**config.mk**
```make
export PLATFORM = sky130hd
export DESIGN_NAME = scl_top
export DESIGN_NICKNAME = d
export VERILOG_FILES = /design/src/rtl/scl_pkg.sv /design/src/rtl/scl_ref_if.sv /design/src/rtl/scl_top.sv /design/src/rtl/scl_refdiv.sv
export SDC_FILE = /design/constraint.sdc
export NUM_CORES = 1
export LEC_CHECK = 0
export BUFFER_PORTS_ARGS = -buffer_cell sky130_fd_sc_hd__buf_2
export CORE_MARGIN = 5
export CORE_UTILIZATION = 36
export DETAILED_ROUTE_END_ITERATION = 10
export PLACE_DENSITY_LB_ADDON = 0.2
export SYNTH_ARGS = -nofsm -noshare
export SYNTH_HDL_FRONTEND = slang
export SYNTH_HIERARCHICAL = 1
export SYNTH_SLANG_ARGS = --single-unit
```
**constraint.sdc**
```tcl
create_clock -name ref_clk -period 3.4 [get_ports ref_clk]
set_input_delay 0 -clock ref_clk [delete_from_list [all_inputs] [get_ports ref_clk]]
set_output_delay 0 -clock ref_clk [all_outputs]
set_load 0.005 [all_outputs]
```
**src/rtl/scl_pkg.sv**
```systemverilog
// Purpose: Constants for the synthesizer configuration and lock-detect block
// Assumes: 32-bit serial words, control field in bits 2:0
// Notes:   Field positions index the shifted word, bit 31 arrives first
//
// Summary of operation
// - Two noise bits pick low spur (dither on) or low noise (pump bias).
// - Three bits of the second word pick the multiplexed output source.
// - Doubler off uses falling reference edges only; on uses both edges.
// - Halver bit inserts a toggle stage giving a half-rate 50% clock.
// - Ten-bit reference counter divides by any ratio from 1 to 1023.
// - Lock-function bit 1 picks integer lock detect, 0 picks fractional.
// - Fractional lock needs 40 in-window comparison cycles in a row.
// - Integer lock needs five in-window cycles; precision picks 10/6 ns.
// - One bit sets phase detector polarity for the loop filter type.
// - Sleep bit 1 powers down, 0 resumes; all words are kept.
// - Sleep loads counters, floats pump, clears lock, kills buffers.
// - Three-state bit 1 floats the charge pump output.
// - Counter-reset bit holds reference and feedback counters in reset.
// - Control field 011, 100, 101 routes to third, fourth, fifth word.
// - Antibacklash bit 0 gives 6 ns pulse, 1 gives 3 ns pulse.
// - Cancellation bit enables pump charge cancellation for integer use.
// - Slip bit enables cycle-slip reduction; controller sets 50% clock.
// - Divider mode 10 resync, 01 fast lock, 00 off; value sets timeout.
// - Two bits of the fifth word set the lock-detect pin behaviour.
// - Control field 000, 001, 010 routes to word zero, one, two.
// - Double-buffered fields take effect only on the next word-zero write.

package scl_pkg;
   // ==========================================================
   // Word framing
   localparam int WORD_W = 32;
   localparam int SEL_HI = 2;
   localparam int SEL_LO = 0;
   localparam logic [2:0] SEL_W0 = 3'h0;
   localparam logic [2:0] SEL_W2 = 3'h2;
   localparam logic [2:0] SEL_W3 = 3'h3;
   localparam logic [2:0] SEL_W5 = 3'h5;
   localparam logic [WORD_W-1:0] WORD_RESET = 32'h0;
   // ==========================================================
   // Second word fields
   localparam int NOISE_HI = 30;
   localparam int NOISE_LO = 29;
   localparam int MUX_HI = 28;
   localparam int MUX_LO = 26;
   localparam int DBL_BIT = 25;
   localparam int HALF_BIT = 24;
   localparam int RCNT_HI = 23;
   localparam int RCNT_LO = 14;
   localparam int LDF_BIT = 8;
   localparam int LDP_BIT = 7;
   localparam int POL_BIT = 6;
   localparam int SLEEP_BIT = 5;
   localparam int TRI_BIT = 4;
   localparam int CRST_BIT = 3;
   // ==========================================================
   // Third and fifth word fields
   localparam int ABP_BIT = 22;
   localparam int CANCEL_BIT = 21;
   localparam int CSR_BIT = 18;
   localparam int DMODE_HI = 16;
   localparam int DMODE_LO = 15;
   localparam int DVAL_HI = 14;
   localparam int DVAL_LO = 3;
   localparam int LPIN_HI = 23;
   localparam int LPIN_LO = 22;
   // ==========================================================
   // Encodings
   localparam logic [1:0] NOISE_LOW_NOISE = 2'h0;
   localparam logic [1:0] NOISE_LOW_SPUR = 2'h3;
   localparam logic [1:0] DMODE_FAST = 2'h1;
   localparam logic [1:0] DMODE_RESYNC = 2'h2;
   localparam logic [1:0] LPIN_LOCK = 2'h1;
   localparam logic [1:0] LPIN_HIGH = 2'h3;
   localparam logic [2:0] MUX_HIGH = 3'h1;
   localparam logic [2:0] MUX_REFDIV = 3'h2;
   localparam logic [2:0] MUX_LOCK = 3'h3;
   // ==========================================================
   // Counters
   localparam int RCNT_W = 10;
   localparam int DVAL_W = 12;
   localparam int LOCK_W = 6;
   localparam logic [RCNT_W-1:0] RCNT_ONE = 10'h001;
   localparam logic [LOCK_W-1:0] LOCK_FRAC_CNT = 6'h28;
   localparam logic [LOCK_W-1:0] LOCK_INT_CNT = 6'h05;
   localparam logic [LOCK_W-1:0] LOCK_ONE = 6'h01;
   localparam logic [DVAL_W-1:0] DVAL_ONE = 12'h001;
endpackage

```
**src/rtl/scl_ref_if.sv**
```systemverilog
// Purpose: Carrier between the control logic and the reference divider
// Assumes: Both ends on ref_clk
// Notes:   ref_edge and cmp_tick are one-cycle strobes; ratio, hold and halve are levels
`timescale 1ns/1ps
interface scl_ref_if;
   logic ref_edge;
   logic [scl_pkg::RCNT_W-1:0] ratio;
   logic hold;
   logic halve;
   logic cmp_tick;
   modport ctl(output ref_edge, ratio, hold, halve, input cmp_tick);
   modport div(input ref_edge, ratio, hold, halve, output cmp_tick);
endinterface

```
**src/rtl/scl_top.sv**
```systemverilog
// Purpose: Serial configuration words, reference path and lock detection
// Assumes: Serial pins and sense inputs are asynchronous to ref_clk
// Notes:   Serial clock must be well below a quarter of ref_clk rate
`timescale 1ns/1ps
module scl_top (
   // Clock and reset
   input wire logic ref_clk,
   input wire logic rst,
   // Three-wire serial link
   input wire logic ser_clk,
   input wire logic ser_data,
   input wire logic ser_load,
   // Reference and phase window sense
   input wire logic reference_input,
   input wire logic win_10ns_ok,
   input wire logic win_6ns_ok,
   // Loop control outputs
   output logic dither_enable,
   output logic cp_low_noise_bias,
   output logic [2:0] mux_source_sel,
   output logic multiplexed_output_pin,
   output logic comparison_clk,
   output logic pd_polarity_pos,
   output logic charge_pump_high_z,
   output logic counters_hold,
   output logic output_buffer_en,
   output logic sleep_active,
   output logic antibacklash_short,
   output logic charge_cancel_en,
   output logic slip_reduction_enable,
   output logic [1:0] divider_mode,
   output logic [11:0] divider_value,
   output logic fast_lock_active,
   output logic resync_pulse,
   // Lock detect
   output logic lock_detect,
   output logic lock_detect_pin
);
   typedef struct packed {
      logic [2:0] clk_sy;
      logic [1:0] dat_sy;
      logic [2:0] ld_sy;
      logic [2:0] ref_sy;
      logic [1:0] w10_sy;
      logic [1:0] w6_sy;
      logic [31:0] shift;
      logic [31:0] w2;
      logic [31:0] w3;
      logic [31:0] w5;
      logic [scl_pkg::RCNT_W-1:0] act_ratio;
      logic act_dbl;
      logic act_half;
      logic ref_edge;
      logic [scl_pkg::LOCK_W-1:0] lock_cnt;
      logic lock;
      logic [scl_pkg::DVAL_W-1:0] tmo_cnt;
      logic tmo_act;
      logic resync;
      logic dither;
      logic lnb;
      logic mux_pin;
      logic cmp_clk;
      logic cp_hiz;
      logic cnt_hold;
      logic buf_en;
      logic fast;
      logic lock_pin;
   } scl_top_state_type;

   scl_top_state_type s_q;
   scl_top_state_type s_d;
   scl_ref_if rif ();
   logic ser_rise;
   logic load_rise;
   logic w0_write;
   logic sleep;
   logic win;
   logic [scl_pkg::LOCK_W-1:0] thr;

   scl_refdiv u_refdiv (
      .ref_clk(ref_clk),
      .rst(rst),
      .rif(rif)
   );

   assign rif.ref_edge = s_q.ref_edge;
   assign rif.ratio = s_q.act_ratio;
   assign rif.halve = s_q.act_half;
   assign rif.hold = s_q.w2[scl_pkg::CRST_BIT] | s_q.w2[scl_pkg::SLEEP_BIT];

   // ==========================================================
   // Next state
   always_comb begin
      s_d = s_q;
      s_d.resync = 1'b0;
      // Second stage of each synchroniser feeds logic; clock, load and reference also use their third stage for edges
      s_d.clk_sy = {s_q.clk_sy[1:0], ser_clk};
      s_d.dat_sy = {s_q.dat_sy[0], ser_data};
      s_d.ld_sy = {s_q.ld_sy[1:0], ser_load};
      s_d.ref_sy = {s_q.ref_sy[1:0], reference_input};
      s_d.w10_sy = {s_q.w10_sy[0], win_10ns_ok};
      s_d.w6_sy = {s_q.w6_sy[0], win_6ns_ok};
      ser_rise = s_q.clk_sy[1] & ~s_q.clk_sy[2];
      load_rise = s_q.ld_sy[1] & ~s_q.ld_sy[2];
      sleep = s_q.w2[scl_pkg::SLEEP_BIT];
      w0_write = 1'b0;

      // Serial word capture; writes are taken even in sleep
      if (ser_rise) begin
         s_d.shift = {s_q.shift[30:0], s_q.dat_sy[1]};
      end
      if (load_rise) begin
         unique case (s_q.shift[scl_pkg::SEL_HI:scl_pkg::SEL_LO])
            scl_pkg::SEL_W0: begin
               w0_write = 1'b1;
            end
            scl_pkg::SEL_W2: begin
               s_d.w2 = s_q.shift;
            end
            scl_pkg::SEL_W3: begin
               s_d.w3 = s_q.shift;
            end
            scl_pkg::SEL_W5: begin
               s_d.w5 = s_q.shift;
            end
            // Words one and four carry nothing this block acts on
            default: begin
            end
         endcase
      end

      // Buffered reference setup moves over on the word-zero write
      if (w0_write) begin
         s_d.act_ratio = s_q.w2[scl_pkg::RCNT_HI:scl_pkg::RCNT_LO];
         s_d.act_dbl = s_q.w2[scl_pkg::DBL_BIT];
         s_d.act_half = s_q.w2[scl_pkg::HALF_BIT];
      end

      // Active reference edges
      if (s_q.act_dbl) begin
         s_d.ref_edge = s_q.ref_sy[1] ^ s_q.ref_sy[2];
      end else begin
         s_d.ref_edge = ~s_q.ref_sy[1] & s_q.ref_sy[2];
      end

      // Lock detection, counted in comparison cycles
      win = s_q.w2[scl_pkg::LDP_BIT] ? s_q.w6_sy[1] : s_q.w10_sy[1];
      thr = s_q.w2[scl_pkg::LDF_BIT] ? scl_pkg::LOCK_INT_CNT
                                     : scl_pkg::LOCK_FRAC_CNT;
      if (sleep) begin
         s_d.lock_cnt = '0;
         s_d.lock = 1'b0;
      end else if (rif.cmp_tick) begin
         if (!win) begin
            s_d.lock_cnt = '0;
            s_d.lock = 1'b0;
         end else if (s_q.lock_cnt < thr) begin
            s_d.lock_cnt = s_q.lock_cnt + scl_pkg::LOCK_ONE;
            s_d.lock = (s_q.lock_cnt + scl_pkg::LOCK_ONE) >= thr;
         end else begin
            s_d.lock = 1'b1;
         end
      end

      // Timeout for fast lock or phase resync, started by word zero
      if (sleep) begin
         s_d.tmo_act = 1'b0;
      end else if (w0_write) begin
         s_d.tmo_cnt = s_q.w3[scl_pkg::DVAL_HI:scl_pkg::DVAL_LO];
         s_d.tmo_act = s_q.w3[scl_pkg::DMODE_HI:scl_pkg::DMODE_LO] != 2'h0;
      end else if (s_q.tmo_act && rif.cmp_tick) begin
         if (s_q.tmo_cnt <= scl_pkg::DVAL_ONE) begin
            s_d.tmo_act = 1'b0;
            s_d.resync = s_q.w3[scl_pkg::DMODE_HI:scl_pkg::DMODE_LO]
                         == scl_pkg::DMODE_RESYNC;
         end else begin
            s_d.tmo_cnt = s_q.tmo_cnt - scl_pkg::DVAL_ONE;
         end
      end
      s_d.fast = s_q.tmo_act && s_q.w3[scl_pkg::DMODE_HI:scl_pkg::DMODE_LO]
                 == scl_pkg::DMODE_FAST;

      // Registered outputs
      s_d.dither = s_q.w2[scl_pkg::NOISE_HI:scl_pkg::NOISE_LO]
                   == scl_pkg::NOISE_LOW_SPUR;
      s_d.lnb = s_q.w2[scl_pkg::NOISE_HI:scl_pkg::NOISE_LO]
                == scl_pkg::NOISE_LOW_NOISE;
      s_d.cmp_clk = rif.cmp_tick;
      s_d.cp_hiz = s_q.w2[scl_pkg::TRI_BIT] | sleep;
      s_d.cnt_hold = s_q.w2[scl_pkg::CRST_BIT] | sleep;
      s_d.buf_en = ~sleep;
      case (s_q.w2[scl_pkg::MUX_HI:scl_pkg::MUX_LO])
         scl_pkg::MUX_HIGH: s_d.mux_pin = 1'b1;
         scl_pkg::MUX_REFDIV: s_d.mux_pin = s_q.cmp_clk;
         scl_pkg::MUX_LOCK: s_d.mux_pin = s_q.lock;
         default: s_d.mux_pin = 1'b0;
      endcase
      case (s_q.w5[scl_pkg::LPIN_HI:scl_pkg::LPIN_LO])
         scl_pkg::LPIN_LOCK: s_d.lock_pin = s_q.lock;
         scl_pkg::LPIN_HIGH: s_d.lock_pin = 1'b1;
         default: s_d.lock_pin = 1'b0;
      endcase
   end

   // ==========================================================
   // State register; words keep their contents through sleep
   always_ff @(posedge ref_clk) begin
      if (rst) begin
         s_q <= '0;
      end else begin
         s_q <= s_d;
      end
   end

   // ==========================================================
   // Outputs
   assign dither_enable = s_q.dither;
   assign cp_low_noise_bias = s_q.lnb;
   assign mux_source_sel = s_q.w2[scl_pkg::MUX_HI:scl_pkg::MUX_LO];
   assign multiplexed_output_pin = s_q.mux_pin;
   assign comparison_clk = s_q.cmp_clk;
   assign pd_polarity_pos = s_q.w2[scl_pkg::POL_BIT];
   assign charge_pump_high_z = s_q.cp_hiz;
   assign counters_hold = s_q.cnt_hold;
   assign output_buffer_en = s_q.buf_en;
   assign sleep_active = s_q.w2[scl_pkg::SLEEP_BIT];
   assign antibacklash_short = s_q.w3[scl_pkg::ABP_BIT];
   assign charge_cancel_en = s_q.w3[scl_pkg::CANCEL_BIT];
   assign slip_reduction_enable = s_q.w3[scl_pkg::CSR_BIT];
   assign divider_mode = s_q.w3[scl_pkg::DMODE_HI:scl_pkg::DMODE_LO];
   assign divider_value = s_q.w3[scl_pkg::DVAL_HI:scl_pkg::DVAL_LO];
   assign fast_lock_active = s_q.fast;
   assign resync_pulse = s_q.resync;
   assign lock_detect = s_q.lock;
   assign lock_detect_pin = s_q.lock_pin;

   // ==========================================================
   // Checks
   a_sleep_safe: assert property (
      @(posedge ref_clk) disable iff (rst)
      s_q.w2[scl_pkg::SLEEP_BIT] |=>
         charge_pump_high_z && !output_buffer_en && !lock_detect)
      else $error("sleep left pump, buffers or lock active");

   a_tristate_pump: assert property (
      @(posedge ref_clk) disable iff (rst)
      s_q.w2[scl_pkg::TRI_BIT] |=> charge_pump_high_z)
      else $error("pump driven while three-state bit set");

   a_frac_lock_count: assert property (
      @(posedge ref_clk) disable iff (rst)
      $rose(lock_detect) && !$past(s_q.w2[scl_pkg::LDF_BIT]) |->
         s_q.lock_cnt == scl_pkg::LOCK_FRAC_CNT)
      else $error("fractional lock without 40 good cycles");

   a_int_lock_count: assert property (
      @(posedge ref_clk) disable iff (rst)
      $rose(lock_detect) && $past(s_q.w2[scl_pkg::LDF_BIT]) |->
         s_q.lock_cnt >= scl_pkg::LOCK_INT_CNT)
      else $error("integer lock without five good cycles");

   a_word3_route: assert property (
      @(posedge ref_clk) disable iff (rst)
      load_rise && s_q.shift[scl_pkg::SEL_HI:scl_pkg::SEL_LO]
         == scl_pkg::SEL_W3 |=> s_q.w3 == $past(s_q.shift))
      else $error("third word not taken from shift register");

   a_buffer_hold: assert property (
      @(posedge ref_clk) disable iff (rst)
      !w0_write |=> $stable(s_q.act_ratio) && $stable(s_q.act_half))
      else $error("buffered field moved without word-zero write");

   a_single_edge: assert property (
      @(posedge ref_clk) disable iff (rst)
      s_q.ref_edge && !$past(s_q.act_dbl) |->
         $past(s_q.ref_sy[2]) && !$past(s_q.ref_sy[1]))
      else $error("non-falling reference edge with doubler off");

   a_noise_spur: assert property (
      @(posedge ref_clk) disable iff (rst)
      s_q.w2[scl_pkg::NOISE_HI:scl_pkg::NOISE_LO] == scl_pkg::NOISE_LOW_SPUR
         |=> dither_enable && !cp_low_noise_bias)
      else $error("low spur mode without dither");

   a_lock_pin_high: assert property (
      @(posedge ref_clk) disable iff (rst)
      s_q.w5[scl_pkg::LPIN_HI:scl_pkg::LPIN_LO] == scl_pkg::LPIN_HIGH
         |=> lock_detect_pin)
      else $error("lock pin not high in forced-high mode");

   a_resync_single: assert property (
      @(posedge ref_clk) disable iff (rst)
      resync_pulse |=> !resync_pulse)
      else $error("phase resync pulse longer than one cycle");

   a_window_drop: assert property (
      @(posedge ref_clk) disable iff (rst)
      rif.cmp_tick && !win |=> !lock_detect && s_q.lock_cnt == '0)
      else $error("lock kept after a comparison outside the window");

   a_count_hold: assert property (
      @(posedge ref_clk) disable iff (rst)
      s_q.w2[scl_pkg::CRST_BIT] |=> counters_hold)
      else $error("counters not held while counter-reset bit set");
endmodule

```
**src/rtl/scl_refdiv.sv**
```systemverilog
// Purpose: Reference counter and divide-by-two toggle stage
// Assumes: ref_edge is a one-cycle strobe per active reference edge
// Notes:   Ratio 0 behaves as 1, so with halve off every edge gives a comparison tick
`timescale 1ns/1ps
module scl_refdiv (
   // Clock and reset
   input wire logic ref_clk,
   input wire logic rst,
   // Control side
   scl_ref_if.div rif
);
   typedef struct packed {
      logic [scl_pkg::RCNT_W-1:0] cnt;
      logic tog;
      logic tick;
   } scl_div_state_type;

   scl_div_state_type s_q;
   scl_div_state_type s_d;
   logic [scl_pkg::RCNT_W-1:0] last;

   // ==========================================================
   // Divider
   always_comb begin
      s_d = s_q;
      s_d.tick = 1'b0;
      last = (rif.ratio < scl_pkg::RCNT_ONE) ? '0
                                              : rif.ratio - scl_pkg::RCNT_ONE;
      if (rif.hold) begin
         s_d.cnt = '0;
         s_d.tog = 1'b0;
      end else if (rif.ref_edge) begin
         if (s_q.cnt >= last) begin
            s_d.cnt = '0;
            if (rif.halve) begin
               s_d.tog = ~s_q.tog;
               s_d.tick = ~s_q.tog;
            end else begin
               s_d.tick = 1'b1;
            end
         end else begin
            s_d.cnt = s_q.cnt + scl_pkg::RCNT_ONE;
         end
      end
   end

   always_ff @(posedge ref_clk) begin
      if (rst) begin
         s_q <= '0;
      end else begin
         s_q <= s_d;
      end
   end

   assign rif.cmp_tick = s_q.tick;

   a_hold_no_tick: assert property (
      @(posedge ref_clk) disable iff (rst)
      rif.hold |=> !rif.cmp_tick && s_q.cnt == '0)
      else $error("comparison tick while counters held");
endmodule

```
==> metrics.cfg <==
[logic_synthesis]
synth-warning-count = 6
synthCells = 754
synth-seq-cells = 143
mappedNetlistArea_sq_mm = 0.00623
synth-seq-area-share = 0.460
syn_nets = 786
synth-edff-count = 0
ys.flop_type = dfxtp_1
yosys.cell_types.count = 59
synth_area_per_cell_sq_um = 8.26
async_flop_share = 0

[setup_path]
cp_cell_sequence = nor4_2 -> nand2_1 -> or3_1 -> nor3_1 -> a21oi_1 -> ha_1 -> nand4_2 -> a211o_1 -> o311a_4 -> o21bai_1 -> nor2_1
slowest_delay_ns = 0.43
cpMaxStageDelayCell = o21bai_1
end_kind = register
cpLargestDelayFamily = simple AND/OR/NAND/NOR gates
start_kind = register
crit_cells = 11
crit_fanout = 8
critPathRequiredTime_ns = 3.68
crit_type = register to register
worstRegToRegCells = 11
crit_buf_inv = 0
critPathArrivalTime_ns = 3.23

[detailed_routing]
firstDrtPassIters = 5
drc_errors = 0
wl_met1_mm = 6.86
vias = 5035
drt_iter0_markers = 329
routed-wl-met2_mm = 6.42
drt-total-wl_mm = 14.0
wl_per_cell_um = 13.9
dr_wl_met3_um = 488
via_per_inst = 5.00
top_layer_used = met4
ant_nets = 0

[sta]
fin_skew_ns = 0.00823
worst_pin_slew_ns = 1.18
finalCritPeriodShare = 0.867
fmax_mhz = 339
hold_viol = 0
setup_violations = 0
holdWs_ns = 0.107
grt_setup_unrepaired = false
relSlewSlack = 0.216
drv_slew = 0
finalSetupTns_ns = 0
period_minus_slack_ns = 2.95

[clock_tree]
htreeDepth = 4
clk_latency_ns = 0.41
clockBufferDepth = 2
clk_pin_slew_ns = 0.06
cts_buffers = 17
cts_tree = done
root_buffer = clkbuf_16
cts_sinks = 143
post_cts_buffers = 0

[cells_and_area]
layout-area-overhead-vs-synth_pct = 15.0
drive_gt1_frac = 0.126
antenna_cells = 0
nNetsFinal = 803

[floorplanning]
fp.coreArea_sq_mm = 0.0171
rows = 48
die_area_sq_mm = 0.0200
die_w_um = 142
die_h_um = 142
io_pins = 41
initial_utilization = 0.364

[global_route]
gr-total-overflow = 0
gr-usage-all-layers = 0.144
antenna_found_initial = 0
grt_pass1_wl_mm = 23.6
grt_start_max_net_pins = 69
grt_pass1_vias = 4901

[min_path]
hp-class = input pin to register
hold_path_depth = 2

[placed_design]
io_buffers = 40
gp_congestion = 0.829
place_hpwl_mm = 9.55

[pwr]
vdd_drop_max_v = 0.000368
power_leakage_nw = 2.65
p_per_area_mw_per_mm2 = 521

[run_status]
status = completed

[flow_run]
max_cap_violations = 0

==> stage by stage <==
stage	total power [mW]	instance area (sq um)	setup slack (ns)	instances	util
floorplan	1.83	6230	0.767	754	-
global placement	1.86	6490	0.577	971	0.379
detailed placement	1.86	6490	0.467	971	0.379
CTS	3.78	7160	0.433	1008	0.418
global route	3.86	7160	0.131	1008	0.418
finish	3.73	7160	0.452	1008	0.418
==> cells in the mapped netlist, types with 2 or more instances <==
| cell | instances | area share |
|---|---|---|
| nand2_1 | 200 | 0.12 |
| a21oi_1 | 104 | 0.084 |
| nor4b_1 | 2 | 0.0028 |
| o211ai_1 | 3 | 0.0036 |
| clkbuf_1 | 32 | 0.019 |
| or4_1 | 4 | 0.0048 |
| or3_2 | 2 | 0.0024 |
| o21ai_0 | 10 | 0.0080 |
| and3_1 | 4 | 0.0040 |
| xnor2_1 | 9 | 0.013 |
| nand2b_1 | 5 | 0.0050 |
| nor2b_1 | 18 | 0.018 |
| buf_1 | 4 | 0.0024 |
| inv_1 | 15 | 0.0090 |
| nor2_1 | 43 | 0.026 |
| o31ai_1 | 3 | 0.0036 |
| xor2_1 | 12 | 0.017 |
| and2_1 | 2 | 0.0020 |
| dfxtp_1 | 143 | 0.46 |
| nor3b_1 | 2 | 0.0024 |
| nor3_1 | 17 | 0.014 |
| nand3_1 | 12 | 0.0096 |
| buf_6 | 2 | 0.0036 |
| or3_1 | 3 | 0.0030 |
| buf_4 | 17 | 0.020 |
| a211oi_2 | 7 | 0.014 |
| o21bai_1 | 2 | 0.0024 |
| nand4_1 | 3 | 0.0030 |
| nor4_1 | 2 | 0.0020 |
| a22oi_1 | 7 | 0.0084 |
| o21a_1 | 3 | 0.0036 |
| a211oi_1 | 2 | 0.0024 |
| or2_2 | 4 | 0.0040 |
| mux2i_1 | 4 | 0.0064 |
| a32o_1 | 2 | 0.0032 |
| ha_1 | 24 | 0.048 |
| nand3b_1 | 4 | 0.0048 |
==> kinds of logic (layout without fill, tap and decap cells) <==
kind of cell               count (synthesis)  after routing  share of synthesized area
AOI/OAI and AO/OA                        155            155                      0.153
xor gates and xnor gates                  21             21                     0.0295
adders and majority gates                 24             24                     0.0482
buffers and inverters                     70             99                     0.0549
DFF                                      143            143                      0.460
muxes                                      5              5                    0.00824
and+or+nand+nor                          336            336                      0.246
==> timing repair <==
item	CTS	global route
endpoints found under the hold margin	6	0
hold buffers	6	0
setup endpoints to repair	0	0
resized for setup	0	0
==> layout by cell type, fill, tap and decap left out, types with 4 or more instances in the layout <==
cell type,netlist,routed
mux2i_1,4,4
buf_4,17,7
clkbuf_16,0,17
nor2_1,43,43
dfxtp_1,143,143
dlygate4sd3_1,0,6
buf_2,0,39
or4_1,4,4
xnor2_1,9,9
nand3_1,12,12
xor2_1,12,12
nor2b_1,18,17
nand2_1,200,200
a22oi_1,7,7
o21ai_0,10,10
or2_2,4,4
nand2b_1,5,5
and3_1,4,4
a21oi_1,104,104
nand3b_1,4,4
ha_1,24,24
a211oi_2,7,7
inv_1,15,15
nor3_1,17,17
==> state kept, by name, summed over array words and instances (netlist names), 2 cells and up <==
| name | count |
|---|---|
| s_q | 77 |
| divider_value | 12 |
| u_refdiv/s_q | 11 |
| rif.ratio | 10 |
| s_d | 9 |
| mux_source_sel | 3 |
| divider_mode | 2 |
==> power breakdown <==
group	switching [mW]	leakage, nW	internal, mW
Sequential	0.00901	1.16	1.69
Combinational	0.0859	1.20	0.0439
Clock	0.688	0.294	1.21
==> final cells by class <==
class                   instances  area (sq um)
flip-flops and latches        143          2860
well taps                     225           282
inverters                      15          56.3
fillers                      1737          9960
multi-input cells             541          3030
repair buffers                 53           328
clock inverters                 8           129
clock buffers                  23           478
==> metal layers <==
metal	vias up	GRT usage
li1	2574	-
met1	2356	0.193
met2	85	0.225
met3	20	0.0327
met4	0	0.0551
met5	-	0
==> worst paths after layout <==
check               start         endpoint  slack (ns)
max          rif.ratio[4]  u_refdiv/s_q[6]        0.45
min                   rst          s_q[66]        0.11
max reg2reg  rif.ratio[4]  u_refdiv/s_q[6]        0.45
min reg2reg      s_d[184]         s_d[185]        0.44
No activity file was read; power rests on OpenSTA's default activity.
